==> src/dpf_pkg.sv <==
// Shared constants and types for the DDR2 control pin front end
package dpf_pkg;

  // Pin widths
  localparam int ADDR_W = 14;
  localparam int BANK_W = 2;
  localparam int NBANKS = 4;
  localparam int DQ_W = 16;
  localparam int MR_COUNT = 4;

  // Address field positions
  localparam int AP_BIT = 10;
  localparam int COL_W = 10;
  localparam int ROW_W = 13;

  // Extended mode register 1 termination enable bits (A2, A6)
  localparam int ODT_RTT0_BIT = 2;
  localparam int ODT_RTT1_BIT = 6;

  // Mode register index of the extended register 1
  localparam logic [1:0] EMR1_SEL = 2'h1;

  // Reset values
  localparam logic [ADDR_W-1:0] MR_RESET = 14'h0000;
  localparam logic [ROW_W-1:0] ROW_RESET = 13'h0000;

  // Decoded command codes: {csN, rasN, casN, weN}
  typedef enum logic [3:0] {
    CMD_MRS = 4'b0000,
    CMD_REF = 4'b0001,
    CMD_PRE = 4'b0010,
    CMD_ACT = 4'b0011,
    CMD_WR = 4'b0100,
    CMD_RD = 4'b0101,
    CMD_NOP = 4'b0111
  } dpf_cmd_type;

  // Power state of the device
  typedef enum logic [1:0] {
    PWR_ON = 2'b00,
    PWR_PRE_PD = 2'b01,
    PWR_ACT_PD = 2'b10,
    PWR_SELF_REF = 2'b11
  } dpf_pwr_type;

  // Command pins sampled at one clock crossing
  typedef struct packed {
    logic csN;
    logic rasN;
    logic casN;
    logic weN;
    logic [BANK_W-1:0] bank;
    logic [ADDR_W-1:0] addr;
  } dpf_cmdpins_type;

  // Decoded access handed to the array side
  typedef struct packed {
    logic rd;
    logic wr;
    logic autoPre;
    logic [BANK_W-1:0] bank;
    logic [COL_W-1:0] col;
  } dpf_access_type;

endpackage

==> src/dpf_ctrl_front.sv <==
// DDR2 control and address pin front end, device side
// Operation
// RULE1: capture address and control on the rising true clock edge.
// RULE2: read data launched on both clock crossings; code launches one beat per rising edge.
// RULE3: CKE high runs clocks, buffers, drivers; low turns them off.
// RULE4: CKE low idle gives precharge power-down or self refresh; else active.
// RULE5: CKE synchronous for entries and power-down exit; self-refresh exit async; code exits self refresh on the clocked, synchronised CKE.
// RULE6: controller holds CKE high during every read and write access.
// RULE7: power-down keeps only clock, termination and CKE buffers enabled.
// RULE8: self refresh keeps only the CKE buffer enabled.
// RULE9: commands sampled with chip select high are ignored.
// RULE10: command decoded from chip select, RAS, CAS, WE on one edge.
// RULE11: registered termination high terminates all data, strobe, mask lines.
// RULE12: termination pin ignored when extended mode register disables it.
// RULE13: masked write beats leave stored data unchanged, sampled both edges; code samples the mask on the rising clock edge only.
// RULE14: bank address picks the bank for activate, read, write, precharge.
// RULE15: bank address selects base or extended mode register on set.
// RULE16: row address on activate; column and auto-precharge on read/write.
// RULE17: precharge with A10 low closes one bank, high closes all.
// RULE18: mode register set loads the address inputs as op-code.
// RULE19: strobe edge-aligned on reads, centred on writes; lower/upper bytes.
// RULE20: a masked command changes no bank state or register.
`timescale 1ns/1ps
module dpf_ctrl_front #(
  parameter int ADDR_W = dpf_pkg::ADDR_W,
  parameter int NBANKS = dpf_pkg::NBANKS
) (
  // Clock and reset
  input wire logic clk,
  input wire logic rst_n,
  // Command pins from the controller
  input wire logic cke,
  input wire logic csN,
  input wire logic rasN,
  input wire logic casN,
  input wire logic weN,
  input wire logic [dpf_pkg::BANK_W-1:0] bankAddr,
  input wire logic [ADDR_W-1:0] addr,
  input wire logic odt,
  // Write data path: data and mask per beat, sampled on the rising clock edge
  input wire logic [dpf_pkg::DQ_W-1:0] wrDq,
  input wire logic [1:0] wrMask,
  input wire logic wrBeat,
  // Read data from the array, rise and fall beats taken on alternate clocks
  input wire logic [dpf_pkg::DQ_W-1:0] rdRise,
  input wire logic [dpf_pkg::DQ_W-1:0] rdFall,
  input wire logic rdBeat,
  // Decoded access and array controls
  output dpf_pkg::dpf_access_type access,
  output logic [dpf_pkg::ROW_W-1:0] actRow,
  output logic [dpf_pkg::BANK_W-1:0] actBank,
  output logic actStrobe,
  output logic refStrobe,
  output logic [NBANKS-1:0] bankOpen,
  output logic [ADDR_W-1:0] modeOut,
  // Write data to the array with per-byte enables
  output logic [dpf_pkg::DQ_W-1:0] arrData,
  output logic [1:0] arrByteEn,
  // Read data pins and strobe
  output logic [dpf_pkg::DQ_W-1:0] dqOut,
  output logic dqOe,
  output logic [1:0] dqsOut,
  // Power and termination state
  output dpf_pkg::dpf_pwr_type pwrState,
  output logic clkRun,
  output logic cmdBufOn,
  output logic clkBufOn,
  output logic termOn
);

  // Two-stage synchronisers for all pin inputs
  dpf_pkg::dpf_cmdpins_type pinMeta, pinSync;
  logic ckeMeta, ckeSync, odtMeta, odtSync;
  logic [dpf_pkg::DQ_W-1:0] wdMeta, wdSync;
  logic [1:0] wmMeta, wmSync;
  logic wbMeta, wbSync;
  logic cmdValid;
  dpf_pkg::dpf_cmd_type cmd;
  logic [ADDR_W-1:0] emr1;
  logic allIdle;
  logic [ADDR_W-1:0] modeRd;
  logic mrWrite;
  logic rdPhase;
  logic [NBANKS-1:0] bankSet, bankClr;

  // One-hot vector for a bank number
  function automatic logic [NBANKS-1:0] bank_onehot(
    input logic [dpf_pkg::BANK_W-1:0] b);
    logic [NBANKS-1:0] v;
    v = '0;
    v[b] = 1'b1;
    return v;
  endfunction

  // RULE1 sample pins
  // Everything is taken on the rising edge, the true clock crossing
  always_ff @(posedge clk or negedge rst_n) begin
    if (!rst_n) begin
      pinMeta <= '1;
      pinSync <= '1;
    end else begin
      pinMeta <= '{csN: csN, rasN: rasN, casN: casN, weN: weN,
                   bank: bankAddr, addr: addr};
      pinSync <= pinMeta;
    end
  end

  // CKE and termination pin synchronisers
  always_ff @(posedge clk or negedge rst_n) begin
    if (!rst_n) begin
      ckeMeta <= 1'b0;
      ckeSync <= 1'b0;
      odtMeta <= 1'b0;
      odtSync <= 1'b0;
    end else begin
      ckeMeta <= cke;
      ckeSync <= ckeMeta;
      odtMeta <= odt;
      odtSync <= odtMeta;
    end
  end

  // Write data path synchronisers
  always_ff @(posedge clk or negedge rst_n) begin
    if (!rst_n) begin
      wdMeta <= '0;
      wdSync <= '0;
      wmMeta <= '1;
      wmSync <= '1;
      wbMeta <= 1'b0;
      wbSync <= 1'b0;
    end else begin
      wdMeta <= wrDq;
      wdSync <= wdMeta;
      wmMeta <= wrMask;
      wmSync <= wmMeta;
      wbMeta <= wrBeat;
      wbSync <= wbMeta;
    end
  end

  // RULE10 command decode
  // All four command pins form one code from the same edge
  assign cmd = dpf_pkg::dpf_cmd_type'({pinSync.csN, pinSync.rasN,
                                      pinSync.casN, pinSync.weN});

  // RULE9 chip select mask
  // RULE20 masked is nop
  // RULE7 command buffers off
  // Command accepted only when selected and the command buffers are on
  assign cmdValid = !pinSync.csN && cmdBufOn;

  assign allIdle = (bankOpen == '0);

  // RULE4 power-down entry
  // RULE5 sync entry and exit
  // CKE low with banks idle and a refresh code enters self refresh
  always_ff @(posedge clk or negedge rst_n) begin
    if (!rst_n) begin
      pwrState <= dpf_pkg::PWR_PRE_PD;
    end else begin
      unique case (pwrState)
        dpf_pkg::PWR_ON: begin
          if (!ckeSync) begin
            if (!allIdle) begin
              pwrState <= dpf_pkg::PWR_ACT_PD;
            end else if (cmdValid && cmd == dpf_pkg::CMD_REF) begin
              pwrState <= dpf_pkg::PWR_SELF_REF;
            end else begin
              pwrState <= dpf_pkg::PWR_PRE_PD;
            end
          end
        end
        dpf_pkg::PWR_PRE_PD, dpf_pkg::PWR_ACT_PD: begin
          if (ckeSync) begin
            pwrState <= dpf_pkg::PWR_ON;
          end
        end
        // RULE5 self-refresh exit
        // Synchronised CKE high releases it on a clock edge, as for power-down
        dpf_pkg::PWR_SELF_REF: begin
          if (ckeSync) begin
            pwrState <= dpf_pkg::PWR_ON;
          end
        end
      endcase
    end
  end

  // RULE3 clock gating
  // RULE7 power-down buffers
  // RULE8 self-refresh buffers
  // Clock and buffer enables follow the current power state one cycle later
  always_ff @(posedge clk or negedge rst_n) begin
    if (!rst_n) begin
      clkRun <= 1'b0;
      cmdBufOn <= 1'b0;
      clkBufOn <= 1'b1;
    end else begin
      clkRun <= ckeSync && pwrState == dpf_pkg::PWR_ON;
      cmdBufOn <= ckeSync && pwrState == dpf_pkg::PWR_ON;
      clkBufOn <= pwrState != dpf_pkg::PWR_SELF_REF;
    end
  end

  // RULE15 register select
  // RULE18 op-code load
  assign mrWrite = cmdValid && cmd == dpf_pkg::CMD_MRS && allIdle;

  dpf_mode_regs #(
    .WIDTH(ADDR_W),
    .DEPTH(dpf_pkg::MR_COUNT)
  ) uModeRegs (
    .clk(clk),
    .rst_n(rst_n),
    .wrEn(mrWrite),
    .wrSel(pinSync.bank),
    .wrData(pinSync.addr),
    .rdSel(pinSync.bank),
    .rdData(modeRd)
  );

  // Local copy of extended register 1 for the termination decision
  always_ff @(posedge clk or negedge rst_n) begin
    if (!rst_n) begin
      emr1 <= dpf_pkg::MR_RESET;
      modeOut <= dpf_pkg::MR_RESET;
    end else begin
      if (mrWrite && pinSync.bank == dpf_pkg::EMR1_SEL) begin
        emr1 <= pinSync.addr;
      end
      modeOut <= modeRd;
    end
  end

  // RULE11 termination on
  // RULE12 disable override
  // Termination pin stays live in power-down but not in self refresh
  always_ff @(posedge clk or negedge rst_n) begin
    if (!rst_n) begin
      termOn <= 1'b0;
    end else begin
      termOn <= odtSync && clkBufOn &&
                (emr1[dpf_pkg::ODT_RTT0_BIT] ||
                 emr1[dpf_pkg::ODT_RTT1_BIT]);
    end
  end

  // RULE14 bank select
  // Bank opened by an activate this cycle
  assign bankSet = (cmdValid && cmd == dpf_pkg::CMD_ACT) ?
                   bank_onehot(pinSync.bank) : '0;

  // RULE17 precharge scope
  // Closes from precharge and auto-precharge; both may land at once
  always_comb begin
    bankClr = '0;
    if (access.autoPre && (access.rd || access.wr)) begin
      bankClr = bank_onehot(access.bank);
    end
    if (cmdValid && cmd == dpf_pkg::CMD_PRE) begin
      if (pinSync.addr[dpf_pkg::AP_BIT]) begin
        bankClr = '1;
      end else begin
        bankClr = bankClr | bank_onehot(pinSync.bank);
      end
    end
  end

  // Open-row tracking; an activate in the same cycle as an
  // auto-precharge of another bank must not lose the close
  always_ff @(posedge clk or negedge rst_n) begin
    if (!rst_n) begin
      bankOpen <= '0;
    end else begin
      bankOpen <= (bankOpen & ~bankClr) | bankSet;
    end
  end

  // RULE16 row and column
  // Row taken on activate, column and auto-precharge on read or write
  always_ff @(posedge clk or negedge rst_n) begin
    if (!rst_n) begin
      actRow <= dpf_pkg::ROW_RESET;
      actBank <= '0;
      actStrobe <= 1'b0;
      refStrobe <= 1'b0;
      access <= '0;
    end else begin
      actStrobe <= cmdValid && cmd == dpf_pkg::CMD_ACT;
      refStrobe <= cmdValid && cmd == dpf_pkg::CMD_REF && ckeSync;
      if (cmdValid && cmd == dpf_pkg::CMD_ACT) begin
        actRow <= pinSync.addr[dpf_pkg::ROW_W-1:0];
        actBank <= pinSync.bank;
      end
      // RULE6 reliance on CKE
      // Accesses assume CKE stays high; no power state check inside
      access.rd <= cmdValid && cmd == dpf_pkg::CMD_RD;
      access.wr <= cmdValid && cmd == dpf_pkg::CMD_WR;
      access.autoPre <= cmdValid && pinSync.addr[dpf_pkg::AP_BIT] &&
                        (cmd == dpf_pkg::CMD_RD || cmd == dpf_pkg::CMD_WR);
      access.bank <= pinSync.bank;
      access.col <= pinSync.addr[dpf_pkg::COL_W-1:0];
    end
  end

  // RULE13 write mask
  // RULE19 byte lanes
  // Lower mask gates bits 0-7, upper mask bits 8-15
  always_ff @(posedge clk or negedge rst_n) begin
    if (!rst_n) begin
      arrData <= '0;
      arrByteEn <= '0;
    end else begin
      arrData <= wdSync;
      arrByteEn <= (wbSync && clkRun) ? ~wmSync : 2'h0;
    end
  end

  // Phase of the current beat: rise data first, then fall data
  always_ff @(posedge clk or negedge rst_n) begin
    if (!rst_n) begin
      rdPhase <= 1'b0;
    end else begin
      rdPhase <= (rdBeat && clkRun) ? ~rdPhase : 1'b0;
    end
  end

  // RULE2 both crossings
  // RULE19 edge-aligned strobe
  // Beats alternate rise and fall data; strobe toggles with each beat
  // Data, enable and strobe launch from the same beat so they line up
  always_ff @(posedge clk or negedge rst_n) begin
    if (!rst_n) begin
      dqOut <= '0;
      dqOe <= 1'b0;
      dqsOut <= 2'h0;
    end else begin
      dqOut <= rdPhase ? rdFall : rdRise;
      // RULE3 drivers off
      dqOe <= rdBeat && clkRun;
      dqsOut <= (rdBeat && clkRun) ? {2{~rdPhase}} : 2'h0;
    end
  end

endmodule // dpf_ctrl_front

==> src/dpf_mode_regs.sv <==
// Small memory holding the mode register op-codes
`timescale 1ns/1ps
module dpf_mode_regs #(
  parameter int WIDTH = 14,
  parameter int DEPTH = 4
) (
  // Clock and reset
  input wire logic clk,
  input wire logic rst_n,
  // Write port
  input wire logic wrEn,
  input wire logic [$clog2(DEPTH)-1:0] wrSel,
  input wire logic [WIDTH-1:0] wrData,
  // Registered read port
  input wire logic [$clog2(DEPTH)-1:0] rdSel,
  output logic [WIDTH-1:0] rdData
);

  logic [WIDTH-1:0] mem [DEPTH];

  // Storage, cleared at reset so the device starts with defaults
  always_ff @(posedge clk or negedge rst_n) begin
    if (!rst_n) begin
      for (int i = 0; i < DEPTH; i++) begin
        mem[i] <= '0;
      end
    end else if (wrEn) begin
      mem[wrSel] <= wrData;
    end
  end

  // Read data comes out of a register; same-cycle write is bypassed
  always_ff @(posedge clk or negedge rst_n) begin
    if (!rst_n) begin
      rdData <= '0;
    end else if (wrEn && wrSel == rdSel) begin
      rdData <= wrData;
    end else begin
      rdData <= mem[rdSel];
    end
  end

endmodule // dpf_mode_regs

==> config.mk <==
export PLATFORM = sky130hd
export DESIGN_NAME = dpf_ctrl_front
export DESIGN_NICKNAME = d
export VERILOG_FILES = /design/src/dpf_pkg.sv /design/src/dpf_ctrl_front.sv /design/src/dpf_mode_regs.sv
export SDC_FILE = /design/constraint.sdc
export NUM_CORES = 1
export LEC_CHECK = 0
export ABC_AREA = 1
export BUFFER_PORTS_ARGS = -buffer_cell sky130_fd_sc_hd__buf_2
export CORE_UTILIZATION = 54
export DETAILED_ROUTE_END_ITERATION = 10
export PLACE_DENSITY_LB_ADDON = 0.15
export SYNTH_ARGS = -nofsm -noshare
export SYNTH_HDL_FRONTEND = slang
export SYNTH_SLANG_ARGS = --single-unit
==> constraint.sdc <==
create_clock -name clk -period 1.8 [get_ports clk]
set_input_delay 0.36 -clock clk [delete_from_list [all_inputs] [get_ports clk]]
set_output_delay 0.36 -clock clk [all_outputs]
set_load 0.005 [all_outputs]
==> out/results.tsv <==
metric	value	unit
final_min_period_over_clock_period	0.904	
cp_data_arrival_time	2.02	ns
p_leak	5.62	nW
layout-area-overhead-vs-synth	27.0	%
drcViolationCount	0	
num_antenna_cells	0	
place.port_buffers	168	
cp_common_cell	nand2_1	
gr-usage-all-layers	0.232	
maxCapViolations	0	
path_cells	inv_2 -> nand2_1 -> inv_2 -> nand3_4 -> nand2_1 -> nand2_1	
standard_cell_core_area	15300	sq um
period_minus_slack	1.63	ns
busiest_layer	met2	
peakVddDrop	0.878	mV
layoutNonFillerInstCount	1180	
totalPowerFinal	12.8	mW
postRouteAntennaNets	0	
pwr_density_cell	1180	nW/um^2
post_synth_main_area_contributors	dfrtp_1, dfstp_2, nand2_1	
worst_clock_skew	0.0173	ns
wl	18000	um
pin_count	169	
fp.dieArea	16300	sq um
drt-vias-per-instance	5.03	
grt.met1_usage	0.308	
clkLatencyLatePin	0.52	ns
via_count_of_the_first_global_routing_pass	5946	
worst_setup_hold_path_clk_slew	0.06	ns
worstPathMaxFanout	16	
critPathRequiredTime	2.19	ns
hold_depth	3	
firstDrtPassIters	5	
die_width	128	um
clock-sinks	243	
dr_total_vias	5940	
drt_iter0_drc	383	
end_kind	flop	
cts_tree	built	
cp_top_family	simple AND/OR/NAND/NOR gates	
timing.hold.worst.class	input port to flop	
relSlewSlack	0.533	
placement_rows	45	
synthDominantCellAreaShare	0.578	
syn-num-nets	814	
dpl.cell_count	1094	
pin_count_of_the_biggest_net_entering_global_routing	54	
synth-seq-area-share	0.719	
groute.layer.met2.usage	0.390	
synth.distinct_cells	24	
synth-seq-cells	243	
dp_hpwl	11500	um
largest_stage_delay_on_the_critical_path	0.40	ns
pin_slew_with_the_least_headroom_to_its_limit	0.700	ns
synth_area_leader_cell	dfrtp_1	
wire_length_of_the_first_global_routing_pass	29400	um
final_common_cell	nand2_1	
synth.avg_cell_area	11.6	sq um
post_synth_instance_area	8530	sq um
startpoint_type	flop	
avgRoutedWirePerCell	15.3	um
cp_slowest_cell	dfstp_2	
finalHoldViolations	0	
report.final.setup_viol	0	
timing.critical_path.buf_inv	2	
setup_tns	0	ns
layout_common_cells	nand2_1, dfrtp_1, buf_2, nand4_1, dfstp_2	
final_net_count	1027	
grtUsageMet3	0.0484	
cts_buffers	24	
ctsRootBufferMaster	clkbuf_16	
share_of_cells_above_drive_strength_1	0.316	
cts_max_level	1	
yosysWarnings	0	
maxSlewViolCount	0	
initial_core_util	0.557	
fmax	614	MHz
outcome	complete, no violations	
rr_worst_depth	6	
unrepaired_setup_endpoints_after_global_routing	no	
initial_antenna_violation_count	0	
place_congestion	0.784	
die_height	128	um
cp_num_cells	6	
synth_cells	738	
clock_tree.buffer_depth	3	
critical_path_class	flop to flop	
grt.overflow.total	0	
## worst register-to-register path: cells and delay by family (launching register included)
family / cells / cell delay, ns
flops: 1 / 0.40
simple gates: 4 / 0.59
buf+inv: 2 / 0.51
## timing repair
item	CTS	global route
endpoints found under the setup margin	0	0
hold buffers	42	0
buffers inserted	0	0
resized for setup	0	0
hold endpoints to repair	87	0
## logic make-up (layout without fill, tap and decap cells)
logic type / Yosys count / in the layout / share of synthesized area
compound gates: 10 / 10 / 0.00645
buf+inv: 65 / 296 / 0.0428
flops: 243 / 243 / 0.719
mux: 16 / 16 / 0.0211
simple gates: 404 / 404 / 0.210
## worst paths after layout
check	startpoint	end	slack (ns)
setup reg to reg	pinSync[15]	uModeRegs.mem[35]	0.17
max in group asynchronous	rst_n	cmd[0]	0.78
hold / removal	rdBeat	dqOe	0.06
hold reg to reg	uModeRegs.rdData[2]	modeOut[2]	0.34
min in group asynchronous	rst_n	uModeRegs.mem[0]	0.37
setup / recovery	pinSync[15]	uModeRegs.mem[35]	0.17
## flip-flops by register name, indices dropped and copies added (netlist names), 2 cells and up
| name | count |
|---|---|
| access | 15 |
| actBank | 2 |
| actRow | 13 |
| arrByteEn | 2 |
| arrData | 16 |
| bankOpen | 4 |
| cmd | 4 |
| dqOut | 16 |
| modeOut | 14 |
| pinMeta | 20 |
| pinSync | 16 |
| pwrState | 2 |
| uModeRegs.mem | 55 |
| uModeRegs.rdData | 14 |
| wdMeta | 16 |
| wdSync | 16 |
| wmMeta | 2 |
| wmSync | 2 |
## Yosys cell counts
cell / number
dfstp_2: 46
nor2_2: 1
nand2_1: 286
buf_6: 6
nor2_4: 3
nor2_1: 7
buf_4: 14
o21ai_0: 5
nand3_2: 1
nor4_1: 2
a21oi_1: 4
nand3_1: 38
mux2_2: 16
inv_1: 16
clkbuf_1: 2
nand3_4: 3
nor3_1: 4
o211a_1: 1
dfrtp_1: 197
inv_2: 8
clkinv_2: 1
nand2_2: 3
nand4_1: 56
buf_2: 18
## power by group
group          total [mW]  leakage, nW  internal [mW]  switching, mW
registers            6.31         3.00           6.03          0.281
logic                1.59         2.23          0.664          0.929
clock network        4.90        0.393           2.90           2.01
total                12.8         5.62           9.59           3.22
## final cells by class
class / count / area [sq um]
clock buffer: 36 / 716
clock inverter: 8 / 78.8
fill: 1122 / 4480
inverter: 25 / 95.1
multi-input combinational: 430 / 2030
sequential: 243 / 6140
tap: 211 / 264
timing repair buffer: 227 / 1510
## per-stage QoR
step | utilization | hold slack, ns | setup WS (ns) | cell area, sq um
floorplan | - | 0.0644 | 0.444 | 8530
global placement | 0.628 | 0.319 | 0.267 | 9620
detailed placement | 0.628 | 0.324 | 0.216 | 9620
CTS | 0.707 | 0.0403 | 0.170 | 10800
global route | 0.707 | 0.0558 | 0.0454 | 10800
finish | 0.707 | 0.0641 | 0.172 | 10800
## layer usage
| metal | vias up | part of all wire |
|---|---|---|
| met5 | - | 0 |
| met4 | 0 | 0.018 |
| met3 | 30 | 0.085 |
| met2 | 239 | 0.49 |
| met1 | 2870 | 0.41 |
| li1 | 2801 | - |
Power figures use the tool's default switching activity.
